File: config.mk
export PLATFORM = sky130hd
export DESIGN_NAME = taoi_inserter
export DESIGN_NICKNAME = d
export VERILOG_FILES = /design/src/inc/taoi_pkg.sv /design/src/verilog/taoi_inserter.sv
export SDC_FILE = /design/constraint.sdc
export NUM_CORES = 1
export LEC_CHECK = 0
export BUFFER_PORTS_ARGS = -buffer_cell sky130_fd_sc_hd__buf_2
export CORE_MARGIN = 5
export CORE_UTILIZATION = 61
export CTS_CLUSTER_DIAMETER = 40
export DETAILED_ROUTE_END_ITERATION = 10
export PLACE_DENSITY = 0.8
export SLEW_MARGIN = 15
export SYNTH_ARGS = -nofsm -noshare
export SYNTH_HDL_FRONTEND = slang
export SYNTH_SLANG_ARGS = --single-unit
File: constraint.sdc
create_clock -name ref_clk -period 3.8 [get_ports ref_clk]
set_clock_uncertainty 0.2 [all_clocks]
set_input_delay 0 -clock ref_clk [delete_from_list [all_inputs] [get_ports ref_clk]]
set_output_delay 0 -clock ref_clk [all_outputs]
set_load 0.05 [all_outputs]
File: src/inc/taoi_pkg.sv
// Package: register map, field positions and timing for the transmit overhead inserter
package taoi_pkg;
	// ----------------------------------------------------------------
	// Register offsets on the processor port
	// ----------------------------------------------------------------
	localparam logic [7:0] ADDR_RX_ALARM_CONFIG      = 8'h45;
	localparam logic [7:0] ADDR_ALARM_STATUS_FIRST   = 8'h47;
	localparam logic [7:0] ADDR_ALARM_STATUS_THIRD   = 8'h49;
	localparam logic [7:0] ADDR_TX_FRAME_FORMAT      = 8'h70;
	localparam logic [7:0] ADDR_TX_FRAME_OVERHEAD    = 8'h72;
	localparam logic [7:0] ADDR_TX_MANUAL_OVERHEAD   = 8'h74;
	localparam logic [7:0] ADDR_TX_ALARM_CTRL        = 8'h75;
	localparam logic [7:0] REG_RESET                 = 8'h00;

	// ----------------------------------------------------------------
	// Field positions
	// ----------------------------------------------------------------
	// tx_frame_format: [1:0] T1 format, [2] E1, [3] E1 CAS multiframe
	localparam int FMT_E1_BIT    = 2;
	localparam int FMT_CAS_BIT   = 3;
	localparam logic [1:0] T1_SF   = 2'h0;
	localparam logic [1:0] T1_ESF  = 2'h1;
	localparam logic [1:0] T1_SUB  = 2'h2;	// 96-channel subscriber carrier
	localparam logic [1:0] T1_DM   = 2'h3;
	// tx_frame_overhead_ctrl
	localparam int OVH_YEL_INS   = 0;
	localparam int OVH_MYEL_INS  = 1;
	localparam int OVH_CRC_INS   = 2;
	localparam int OVH_AUTO_FE   = 3;
	localparam int OVH_JAPAN_YEL = 4;
	// tx_manual_overhead_ctrl
	localparam int MAN_FE_EN     = 0;
	localparam int MAN_E_FIRST   = 1;
	localparam int MAN_E_SECOND  = 2;
	// tx_alarm_ctrl
	localparam int ALM_MAN_YEL   = 0;
	localparam int ALM_AUTOMATIC_YELLOW_ENABLE  = 1;
	localparam int ALM_MAN_MYEL  = 2;
	localparam int ALM_AUTOMATIC_MULTIFRAME_YELLOW_ENABLE = 3;
	// rx_alarm_config
	localparam int CFG_INTEG     = 0;

	// ----------------------------------------------------------------
	// Frame geometry
	// ----------------------------------------------------------------
	localparam logic [7:0] T1_LAST_BIT  = 8'hC0;	// 193 bits per frame
	localparam logic [7:0] E1_LAST_BIT  = 8'hFF;	// 256 bits per frame
	localparam logic [4:0] SF_LAST_FRM  = 5'h0B;
	localparam logic [4:0] ESF_LAST_FRM = 5'h17;
	localparam logic [4:0] E1_LAST_FRM  = 5'h0F;
	localparam logic [5:0] CRC6_POLY    = 6'h03;	// x^6 + x + 1
	localparam logic [5:0] CRC4_POLY    = 6'h03;	// x^4 + x + 1, low four bits

	// ----------------------------------------------------------------
	// Timing
	// ----------------------------------------------------------------
	localparam longint CLK_HZ        = 40000000;
	localparam longint LOF_ONSET_MS  = 2500;	// about 2.5 s
	localparam longint YEL_HOLD_MS   = 1000;	// at least 1 s
	localparam longint LOF_ONSET_CYC = (LOF_ONSET_MS * CLK_HZ + 999) / 1000;
	localparam longint YEL_HOLD_CYC  = (YEL_HOLD_MS * CLK_HZ + 999) / 1000;

	// One bit slot of the transmit stream
	typedef struct packed {
		logic valid;	// bit present this cycle
		logic sync;	// first bit of a multiframe
		logic data;
	} taoi_bit_t;
endpackage

File: src/verilog/taoi_inserter.sv
// Transmit yellow alarm, multiframe yellow, CRC and E-bit overhead inserter
`timescale 1ns/1ps
`default_nettype none
// ----------------------------------------------------------------
// How it works
// - SF/ESF/subscriber carrier yellow: bit 2 zero
// - Japanese SF yellow: F-bit 12 forced one
// - T1DM yellow: sync byte Y bit zero
// - E1 remote alarm: TS0 A bit one
// - Bit-2 overwrite only with yellow insert enable
// - Manual yellow bit forces alarm pattern immediately
// - Auto yellow follows receive frame loss
// - Integration delays frame loss about 2.5 s
// - Integrated auto yellow held one second after
// - E1 CAS: TS16 frame 0 Y bit one
// - Multiframe yellow only with its insert enable
// - Manual multiframe yellow also needs its insert enable
// - Auto multiframe yellow follows CAS alignment loss
// - CRC-6 for T1, CRC-4 for E1
// - ESF check-bit channel carries CRC-6
// - E1 TS0 check bits carry CRC-4
// - Received CRC-4 error sends E bit zero
// - Format bit 3 selects E1 CAS multiframe
// ----------------------------------------------------------------
module taoi_inserter
	import taoi_pkg::*;
#(
	parameter longint LOF_ONSET_CYCLES = LOF_ONSET_CYC,
	parameter longint YEL_HOLD_CYCLES  = YEL_HOLD_CYC
) (
	input  wire logic       ref_clk,
	input  wire logic       rstn,
	input  wire logic [7:0] cpu_addr,
	input  wire logic [7:0] cpu_wdata,
	input  wire logic       cpu_wr_en,
	input  wire logic       cpu_rd_en,
	output var  logic [7:0] cpu_rdata,
	input  wire taoi_bit_t  tx_pcm_input,
	input  wire logic       raw_frame_loss_status,
	input  wire logic       cas_multiframe_alignment_lost,
	input  wire logic       rx_crc4_error,
	output var  taoi_bit_t  tx_line_out,
	output var  logic       rx_frame_alignment_lost,
	output var  logic       yellow_sending
);
	// Timers are 31 bits wide; refuse counts they cannot hold
	if (LOF_ONSET_CYCLES < 1 || LOF_ONSET_CYCLES > 64'h7FFFFFFF ||
	    YEL_HOLD_CYCLES < 1 || YEL_HOLD_CYCLES > 64'h7FFFFFFF) begin : g_bad_timer
		$error("taoi_inserter: timer counts out of range");
	end

	logic [7:0] rx_alarm_config;
	logic [7:0] tx_frame_format_field;
	logic [7:0] tx_frame_overhead_ctrl;
	logic [7:0] tx_manual_overhead_ctrl;
	logic [7:0] tx_alarm_ctrl;
	logic [30:0] lof_cnt;
	logic [30:0] hold_cnt;
	logic        lof_integrated;
	logic [7:0]  bit_pos;
	logic [4:0]  frm_cnt;
	logic [5:0]  crc_run;
	logic [5:0]  crc_hold;
	logic        fe_pending;

	// ----------------------------------------------------------------
	// Register file
	// ----------------------------------------------------------------
	// Processor writes; read-only status addresses ignore writes
	always_ff @(posedge ref_clk) begin
		if (!rstn) begin
			rx_alarm_config         <= REG_RESET;
			tx_frame_format_field   <= REG_RESET;
			tx_frame_overhead_ctrl  <= REG_RESET;
			tx_manual_overhead_ctrl <= REG_RESET;
			tx_alarm_ctrl           <= REG_RESET;
		end else if (cpu_wr_en) begin
			unique case (cpu_addr)
				ADDR_RX_ALARM_CONFIG:    rx_alarm_config         <= cpu_wdata;
				ADDR_TX_FRAME_FORMAT:    tx_frame_format_field   <= cpu_wdata;
				ADDR_TX_FRAME_OVERHEAD:  tx_frame_overhead_ctrl  <= cpu_wdata;
				ADDR_TX_MANUAL_OVERHEAD: tx_manual_overhead_ctrl <= cpu_wdata;
				ADDR_TX_ALARM_CTRL:      tx_alarm_ctrl           <= cpu_wdata;
				default: ;
			endcase
		end
	end

	// Read data registered one cycle after the strobe; unmapped reads zero
	always_ff @(posedge ref_clk) begin
		if (!rstn) begin
			cpu_rdata <= REG_RESET;
		end else if (cpu_rd_en) begin
			unique case (cpu_addr)
				ADDR_RX_ALARM_CONFIG:    cpu_rdata <= rx_alarm_config;
				ADDR_ALARM_STATUS_FIRST: cpu_rdata <= {7'h00, rx_frame_alignment_lost};
				ADDR_ALARM_STATUS_THIRD: cpu_rdata <= {5'h00, yellow_sending,
					cas_multiframe_alignment_lost, raw_frame_loss_status};
				ADDR_TX_FRAME_FORMAT:    cpu_rdata <= tx_frame_format_field;
				ADDR_TX_FRAME_OVERHEAD:  cpu_rdata <= tx_frame_overhead_ctrl;
				ADDR_TX_MANUAL_OVERHEAD: cpu_rdata <= tx_manual_overhead_ctrl;
				ADDR_TX_ALARM_CTRL:      cpu_rdata <= tx_alarm_ctrl;
				default:                 cpu_rdata <= REG_RESET;
			endcase
		end
	end

	// ----------------------------------------------------------------
	// Frame loss integration and yellow hold
	// ----------------------------------------------------------------
	logic integ_on;
	logic automatic_yellow_enable_cond;
	logic yellow_req;
	logic myel_req;
	assign integ_on = rx_alarm_config[CFG_INTEG];
	// Hold timer extends the alarm only when integrating
	assign automatic_yellow_enable_cond = rx_frame_alignment_lost | (integ_on & (hold_cnt != 31'h0));
	assign yellow_req = tx_alarm_ctrl[ALM_MAN_YEL] |
		(tx_alarm_ctrl[ALM_AUTOMATIC_YELLOW_ENABLE] & automatic_yellow_enable_cond);
	assign myel_req = tx_alarm_ctrl[ALM_MAN_MYEL] |
		(tx_alarm_ctrl[ALM_AUTOMATIC_MULTIFRAME_YELLOW_ENABLE] & cas_multiframe_alignment_lost);

	// Continuous out-of-frame must last the whole onset time; a gap restarts it
	always_ff @(posedge ref_clk) begin
		if (!rstn) begin
			lof_cnt        <= 31'h0;
			lof_integrated <= 1'b0;
		end else if (!raw_frame_loss_status) begin
			lof_cnt        <= 31'h0;
			lof_integrated <= 1'b0;
		end else if (lof_cnt == 31'(LOF_ONSET_CYCLES - 1)) begin
			lof_integrated <= 1'b1;
		end else begin
			lof_cnt <= lof_cnt + 31'h1;
		end
	end

	// Reported frame loss, raw or integrated
	always_ff @(posedge ref_clk) begin
		if (!rstn)
			rx_frame_alignment_lost <= 1'b0;
		else
			rx_frame_alignment_lost <= integ_on ? lof_integrated : raw_frame_loss_status;
	end

	// Reload hold while loss stands, count down after it clears
	always_ff @(posedge ref_clk) begin
		if (!rstn)
			hold_cnt <= 31'h0;
		else if (rx_frame_alignment_lost)
			hold_cnt <= 31'(YEL_HOLD_CYCLES);
		else if (hold_cnt != 31'h0)
			hold_cnt <= hold_cnt - 31'h1;
	end

	// ----------------------------------------------------------------
	// Frame position
	// ----------------------------------------------------------------
	logic       is_e1;
	logic       is_cas;
	logic [1:0] t1_fmt;
	logic [7:0] last_bit;
	logic [4:0] last_frm;
	logic [7:0] cur_bit;
	logic [4:0] cur_frm;
	logic [7:0] pay;
	logic [4:0] slot;
	logic [2:0] bit_in_slot;
	logic       fbit;
	assign is_e1  = tx_frame_format_field[FMT_E1_BIT];
	assign is_cas = is_e1 & tx_frame_format_field[FMT_CAS_BIT];
	assign t1_fmt = tx_frame_format_field[1:0];
	assign last_bit = is_e1 ? E1_LAST_BIT : T1_LAST_BIT;
	assign last_frm = is_e1 ? E1_LAST_FRM : (t1_fmt == T1_ESF) ? ESF_LAST_FRM : SF_LAST_FRM;
	// A sync bit restarts the count at the first bit of frame 0
	assign cur_bit = tx_pcm_input.sync ? 8'h00 : bit_pos;
	assign cur_frm = tx_pcm_input.sync ? 5'h00 : frm_cnt;
	assign fbit = !is_e1 && cur_bit == 8'h00;
	assign pay = is_e1 ? cur_bit : cur_bit - 8'h01;
	assign slot = pay[7:3];
	assign bit_in_slot = pay[2:0];

	// Advance on each stream bit
	always_ff @(posedge ref_clk) begin
		if (!rstn) begin
			bit_pos <= 8'h00;
			frm_cnt <= 5'h00;
		end else if (tx_pcm_input.valid) begin
			if (cur_bit >= last_bit) begin
				bit_pos <= 8'h00;
				frm_cnt <= (cur_frm >= last_frm) ? 5'h00 : cur_frm + 5'h01;
			end else begin
				bit_pos <= cur_bit + 8'h01;
				frm_cnt <= cur_frm;
			end
		end
	end

	// ----------------------------------------------------------------
	// Overhead overwrite
	// ----------------------------------------------------------------
	logic crc_on;
	logic esf_crc_pos;
	logic e1_crc_pos;
	logic e_bit_pos;
	logic crc_bit;
	logic e_bit;
	logic next_out;
	logic crc_in;
	logic crc_fb;
	logic [5:0] crc_next;
	logic blk_end;
	assign crc_on = tx_frame_overhead_ctrl[OVH_CRC_INS];
	// ESF check bits on F-bits of frames 2,6,...,22 (counted from one)
	assign esf_crc_pos = fbit && t1_fmt == T1_ESF && cur_frm[1:0] == 2'h1;
	// E1 check bits: Si of FAS frames in each half multiframe
	assign e1_crc_pos = is_e1 && cur_bit == 8'h00 && !cur_frm[0] && !cur_frm[3]
		|| is_e1 && cur_bit == 8'h00 && !cur_frm[0] && cur_frm[3];
	// E bits: Si of frames 13 and 15
	assign e_bit_pos = is_e1 && cur_bit == 8'h00 && (cur_frm == 5'h0D || cur_frm == 5'h0F);
	assign crc_bit = is_e1 ? crc_hold[3 - cur_frm[2:1]] : crc_hold[5 - (cur_frm / 5'h04)];
	// Manual E bits override; auto sends one zero at the next E bit after any received errors
	assign e_bit = tx_manual_overhead_ctrl[MAN_FE_EN] ?
		tx_manual_overhead_ctrl[cur_frm == 5'h0D ? MAN_E_FIRST : MAN_E_SECOND] :
		!(tx_frame_overhead_ctrl[OVH_AUTO_FE] && fe_pending);

	// Later overwrites take priority within one bit position
	always_comb begin
		next_out = tx_pcm_input.data;
		if (!is_e1 && t1_fmt != T1_DM && !tx_frame_overhead_ctrl[OVH_JAPAN_YEL]) begin
			if (yellow_req && tx_frame_overhead_ctrl[OVH_YEL_INS]
			    && !fbit && bit_in_slot == 3'h1)
				next_out = 1'b0;
		end
		if (!is_e1 && t1_fmt == T1_SF && tx_frame_overhead_ctrl[OVH_JAPAN_YEL]
		    && fbit && cur_frm == 5'h0B && yellow_req)
			next_out = 1'b1;
		if (!is_e1 && t1_fmt == T1_DM && !fbit && slot == 5'h17
		    && bit_in_slot == 3'h5 && yellow_req)
			next_out = 1'b0;
		if (is_e1 && cur_frm[0] && slot == 5'h00 && bit_in_slot == 3'h2 && yellow_req)
			next_out = 1'b1;
		if (is_cas && cur_frm == 5'h00 && slot == 5'h10 && bit_in_slot == 3'h5
		    && myel_req && tx_frame_overhead_ctrl[OVH_MYEL_INS])
			next_out = 1'b1;
		if (crc_on && esf_crc_pos)
			next_out = crc_bit;
		if (crc_on && e1_crc_pos && !e_bit_pos && cur_frm[2:0] != 3'h6 + 3'h1)
			next_out = crc_bit;
		// E bits pass through unless a block-error source is enabled
		if (e_bit_pos && (tx_manual_overhead_ctrl[MAN_FE_EN]
		    || tx_frame_overhead_ctrl[OVH_AUTO_FE]))
			next_out = e_bit;
	end

	// CRC runs on sent data, check positions forced (ESF check bits to one, E1 C bits to zero)
	assign crc_in = esf_crc_pos ? 1'b1 : fbit && t1_fmt == T1_ESF ? next_out :
		(is_e1 && e1_crc_pos && cur_frm[2:0] != 3'h7) ? 1'b0 : next_out;
	assign crc_fb = crc_in ^ (is_e1 ? crc_run[3] : crc_run[5]);
	assign crc_next = is_e1 ? {2'h0, crc_run[2:0], 1'b0} ^ (crc_fb ? CRC4_POLY : 6'h00)
		: {crc_run[4:0], 1'b0} ^ (crc_fb ? CRC6_POLY : 6'h00);
	// ESF block is the multiframe; E1 block is each eight-frame half
	assign blk_end = cur_bit >= last_bit && (is_e1 ? cur_frm[2:0] == 3'h7 : cur_frm >= last_frm);

	// Result of one block goes out in the next block
	always_ff @(posedge ref_clk) begin
		if (!rstn) begin
			crc_run  <= 6'h00;
			crc_hold <= 6'h00;
		end else if (tx_pcm_input.valid) begin
			if (tx_pcm_input.sync && bit_pos != 8'h00) begin
				crc_run <= crc_next;	// realignment keeps accumulating the running block
			end else if (blk_end) begin
				crc_hold <= crc_next;
				crc_run  <= 6'h00;
			end else begin
				crc_run <= crc_next;
			end
		end
	end

	// Error arriving while an E bit consumes the last one stays pending
	always_ff @(posedge ref_clk) begin
		if (!rstn)
			fe_pending <= 1'b0;
		else if (rx_crc4_error)
			fe_pending <= 1'b1;
		else if (tx_pcm_input.valid && e_bit_pos)
			fe_pending <= 1'b0;
	end

	// Registered stream and alarm status
	always_ff @(posedge ref_clk) begin
		if (!rstn) begin
			tx_line_out    <= '0;
			yellow_sending <= 1'b0;
		end else begin
			tx_line_out.valid <= tx_pcm_input.valid;
			tx_line_out.sync  <= tx_pcm_input.valid & tx_pcm_input.sync;
			tx_line_out.data  <= tx_pcm_input.valid ? next_out : 1'b0;
			yellow_sending    <= yellow_req;
		end
	end
endmodule
`default_nettype wire

# Yosys cells after proc, flatten, opt, wreduce, memory -nomap -nowiden
# Index checks and enable logic that the tools add are counted.
# word_totals
register_bits	142
in_bits	26
# op_classes
eq_ne	22
n_reduce_logical	70
n_lt_le_gt_ge	5
n_bitwise	13
n_addsub	7
muxes	43
# op_table
op	count
$lt A32 B4 Y1 const B	2
$eq A8 B7 Y1 const B	7
$pmux W8 S7	1
$mux W26	2
$logic_and A1 B1 Y1	43
$add A31 B1 Y31 const B	1
$eq A31 B27 Y1 const B	1
$reduce_bool A31 Y1	1
$sub A31 B1 Y31 const B	1
$mux W5	5
$mux W6	4
$mux W8	3
$mux W1	23
$eq A5 B4 Y1 const B	3
$reduce_and A2 Y1	7
$eq A5 B5 Y1 const B	2
$logic_not A5 Y1	2
$bmux W1 S3	3
$add A8 B1 Y8 const B	1
$ge A8 B8 Y1	1
$logic_not A8 Y1	1
$reduce_bool A8 Y1	1
$sub A8 B1 Y8 const B	1
$logic_not A1 Y1	7
24 further kinds	37

# Longest topological paths before layout
# logic_depth
ltp_word	26
depth_mapped	16
depth_no_buf	15

# Worst setup path before layout
# Ideal clock, no wire load.
# synth_path
kind	register to register
startpoint	register hold_cnt[7]
endpoint	register crc_hold[1]
path_slack_ns	0.632
stages_incl_launch_ff	10
setup_ns	0.138
t_arrival_ns	2.830
period_less_slack_ns	3.168
cell_sequence	dfxtp_1 -> or4_4 -> or3_4 -> or4b_4 -> o311ai_2 -> o221ai_2 -> or3_1 -> a211oi_2 -> xnor2_1 -> a21oi_1
# synth_via
elab_chain_cells	24
elab_cells_between_ends	28
cone_classes	mux: 14; bitwise: 7; reduce/logical: 7
# synth_rtl
item	line_no	source
start: declaration	taoi_inserter.sv:58	logic [30:0] hold_cnt;
start signal: assignment	taoi_inserter.sv:151	hold_cnt <= 31'(YEL_HOLD_CYCLES);
start signal: assignment	taoi_inserter.sv:153	hold_cnt <= hold_cnt - 31'h1;
$reduce_bool A31 Y1 *	taoi_inserter.sv:117	assign automatic_yellow_enable_cond = rx_frame_alignment_lost | (integ_on & (hold_cnt != 31'h0));
$and A1 B1 Y1 *	taoi_inserter.sv:117	
$or A1 B1 Y1 *	taoi_inserter.sv:117	
$and A1 B1 Y1 *	taoi_inserter.sv:119	(tx_alarm_ctrl[ALM_AUTOMATIC_YELLOW_ENABLE] & automatic_yellow_enable_cond);
$or A1 B1 Y1 *	taoi_inserter.sv:118	assign yellow_req = tx_alarm_ctrl[ALM_MAN_YEL] |
$logic_and A1 B1 Y1	taoi_inserter.sv:231	if (yellow_req && tx_frame_overhead_ctrl[OVH_YEL_INS]
$logic_and A1 B1 Y1 (2 in a row)	taoi_inserter.sv:232	&& !fbit && bit_in_slot == 3'h1)
$mux W1	taoi_inserter.sv:231	
[... 6 more ...]	-	
$mux W1 *	taoi_inserter.sv:248	if (crc_on && e1_crc_pos && !e_bit_pos && cur_frm[2:0] != 3'h6 + 3'h1)
$mux W1 *	taoi_inserter.sv:251	if (e_bit_pos && (tx_manual_overhead_ctrl[MAN_FE_EN]
$mux W1	taoi_inserter.sv:258	(is_e1 && e1_crc_pos && cur_frm[2:0] != 3'h7) ? 1'b0 : next_out;
$mux W1 * (2 in a row)	taoi_inserter.sv:257	assign crc_in = esf_crc_pos ? 1'b1 : fbit && t1_fmt == T1_ESF ? next_out :
$xor A1 B1 Y1 *	taoi_inserter.sv:259	assign crc_fb = crc_in ^ (is_e1 ? crc_run[3] : crc_run[5]);
$mux W2 *	taoi_inserter.sv:260, taoi_inserter.sv:261	
$xor A6 B2 Y6 / $xor A4 B6 Y6 (equally long branches)	taoi_inserter.sv:261, taoi_inserter.sv:260	
$mux W6 *	taoi_inserter.sv:260	assign crc_next = is_e1 ? {2'h0, crc_run[2:0], 1'b0} ^ (crc_fb ? CRC4_POLY : 6'h00)
end signal: assignment	taoi_inserter.sv:274	crc_hold <= crc_next;
end: declaration	taoi_inserter.sv:63	logic [5:0] crc_hold;
# Every way passes the cells marked *; elsewhere a longest branch is shown, timed or not.
# A chain may end at the register's enable or synchronous reset.

# Final worst setup path
# layout_path
startpoint	input tx_pcm_input[1] (netlist name)
endpoint	register crc_hold[1]
# layout_via
elab_chain_cells	22
elab_cells_between_ends	93
cone_classes	add/sub: 3; order compare: 2; eq/ne: 11; mux: 28; bitwise: 4; reduce/logical: 45
# layout_rtl
item	line_no	source
start: declaration	taoi_inserter.sv:38	input wire taoi_bit_t tx_pcm_input,
parallel branches: the longest is 22 deep, another holds $sub A8 B1 Y8	-	
# Several ways; the timed one is not identified. The select of a mux whose other input is x is not followed.

==> flow_metrics.tcl <==
set metrics [dict create \
    slew_headroom_pct 29.1 \
    synth_area_um2 7230 \
    synth_top_area_cell "dfxtp_1" \
    setup_viol 0 \
    syn_area_per_cell_um2 8.93 \
    finalPower_mw 3.95 \
    fin_cells 1032 \
    synth_top_area_share_pct 39.3 \
    outcome "completed" \
    port_buffers 38 \
    detail_route.iter0.violations 557 \
    wl_per_cell_um 16.9 \
    ys_seq_area_share_pct 39.3 \
    cts.clk_slew.worst_paths_ps 60 \
    grt_pass1_vias 6290 \
    cts_tree "done" \
    io_pins 39 \
    worstMarginPinSlew_ps 1060 \
    rows 39 \
    yosys_register_bits 142 \
    cp_data_arrival_time_ps 3670 \
    crit_type "primary input to flip-flop" \
    insertion_delay_ps 430 \
    post-route-min-period_ps 3560 \
    dpl.hpwl_um 11900 \
    cts_setup_buffers 0 \
    register_area_um2 2840 \
    synthArstFlopShare_pct 0 \
    dieArea_um2 14100 \
    place_ws_ps 331 \
    chipHeight_um 119 \
    cellPowerDensity_nw_per_um2 467 \
    fillers 818 \
    worstPathMaxFanout 12 \
    numPlacedInstances 969 \
    critPathCaptureType "flip-flop" \
    drt_pass1_iterations 8 \
    hold_class "primary input to flip-flop" \
    ant_nets 0 \
    netlist_instances 809 \
    rsz0062_at_grt "false" \
    grt_pass1_wl_um 30100 \
    power.leakage_nw 3.49 \
    postLayoutCellArea_um2 8470 \
    grt_max_degree 53 \
    placed_area_um2 7570 \
    hold_ws_ps 172 \
    maxCapViolations 0 \
    clock-root-buffer "clkbuf_16" \
    start_util_pct 62.8 \
    finalWorstSetupSlack_ps 242 \
    n_antenna_cell 0 \
    ir_worst_vdd_mv 0.422 \
    fp.dieW_um 119 \
    synth_edf_count 0 \
    fin_util_pct 73.6 \
    period_share_pct 93.6 \
    cp-start-kind "primary input" \
    synth_ff_type "dfxtp_1" \
    synth_nets 855 \
    drive_gt1_share_pct 12.7 \
    nets 922 \
    clock_sinks 142 \
    gp_congestion 0.875 \
    reg2reg_slack_ps 320 \
    hold_viol 0 \
    clock_path_buffers 2 \
    yosys-top-cells-area "dfxtp_1 (39%), mux2i_1 (6.4%), nor2b_1 (4.6%)" \
    drc 0 \
    routed_via_density 6.00 \
    grt_usage_pct 25.6 \
    yosysWarningCount 0 \
    max_freq_mhz 281 \
    syn2layout_area_growth_pct 17.2 \
    setup_tns_ps 0 \
    grt-ovfl-total 0 \
    cts_buffers 17 \
    antenna_found_initial 0 \
    multi_input_comb_area_um2 4180 \
    required_ps 3910 \
    ctsHtreeMaxLevel 4 \
    drt_wl_total_um 17500 \
    synth.distinct_cells 67 \
    core_um2 11500 \
    vias 6194 \
    finalMaxSlewViolations 0 \
]
[state kept, by name, indices dropped and copies added, names as in the netlist]
register and count:
rx_alarm_config 8, crc_hold 6, rx_frame_alignment_lost 1, tx_alarm_ctrl 8, tx_line_out 3, bit_pos 8, hold_cnt 31, yellow_sending 1
lof_integrated 1, tx_manual_overhead_ctrl 8, tx_frame_format_field 8, tx_frame_overhead_ctrl 8, lof_cnt 31, frm_cnt 5, fe_pending 1, crc_run 6
cpu_rdata 8
[final timing paths]
| path | start | endpoint | cells after the start |
|---|---|---|---|
| hold / removal | cpu_addr[2] | cpu_rdata[2] | 6 |
| setup / recovery | tx_pcm_input[1] | crc_hold[1] | 16 |
| hold reg to reg | crc_run[4] | crc_run[4] | 1 |
| setup reg to reg | bit_pos[0] | crc_hold[1] | 11 |
[per-layer routing]
metal	global-route usage (%)	share of wire, %	vias to the layer above
li1	-	-	3020
met4	8.91	2.1	0
met3	5.69	4.6	42
met1	30.6	42	2964
met5	0	0	-
met2	45.6	51	168
[cell type report]
class | count | share of cell area [%]
Multi-Input combinational cell | 612 | 49.3
Sequential cell | 142 | 33.5
Timing Repair Buffer | 83 | 7.15
Clock buffer | 21 | 5.43
Tap cell | 143 | 2.11
Clock inverter | 11 | 1.57
Inverter | 20 | 0.886
[cells in the mapped netlist, types with 6 or more instances]
cell,instances
clkbuf_1,33
nand2b_1,12
nor2_1,76
nor4_1,19
nand2_1,61
nor3_1,13
xor2_1,29
or4_1,6
mux2i_1,46
a22o_1,17
a21oi_1,23
mux2_2,17
and3_1,9
xnor2_1,28
and2_1,7
dfxtp_1,142
or3_1,19
a222oi_1,7
inv_1,19
nor2b_1,53
o211a_1,8
a21boi_0,8
nand4_1,6
o21ai_0,22
nand3_1,33
o21a_1,11
ha_1,20
[logic make-up (layout without fill, tap and decap cells)]
logic type                 count (synthesis)  count (layout)  synth area share, %
AOI/OAI and AO/OA                        131             131                 13.3
xor gates and xnor gates                  57              57                 6.91
adders and majority gates                 20              20                 3.46
buffers and inverters                     55             135                 2.87
DFF                                      142             142                 39.3
muxes                                     64              64                 9.33
and+or+nand+nor                          340             340                 24.8
[where the power goes]
part | switching (mW) | internal (mW) | total (mW)
sequential | 0.0801 | 1.58 | 1.66
clock | 0.653 | 1.01 | 1.66
combinational | 0.348 | 0.288 | 0.636
total | 1.08 | 2.87 | 3.95
[what timing repair did]
item                                   4_1_cts  5_1_grt
setup endpoints to repair                    0        1
endpoints found under the hold margin       75        0
hold buffers                                31        0
gates resized for setup                      0        1
[worst max-delay path, stage by stage]
cell           delay, ps
dlygate4sd3_1        530
buf_2                180
buf_4                200
nor2b_1              410
ha_1                 320
and3_1               180
ha_1                 160
and2_1               120
a31oi_1               70
or3_1                430
o21ai_0              120
o211ai_1             130
and3_1               210
a211oi_2             330
xnor2_1              190
a21oi_1              100
[cells in the final DEF, fill, tap and decap left out, drive strengths merged, types with 17 or more instances in the layout]
master       Yosys  layout
nor2            76      76
clkbuf          33      21
ha              20      20
nand3           33      33
o21ai           24      24
nand2           61      61
xor2            29      29
nor4            19      19
mux2            17      17
mux2i           46      46
a21oi           23      23
buf              2      52
nor2b           53      53
dlygate4sd3      0      31
inv             20      23
a22o            17      17
xnor2           28      28
dfxtp          142     142
or3             20      20
Note: power is estimated with default switching activity, not from simulation.
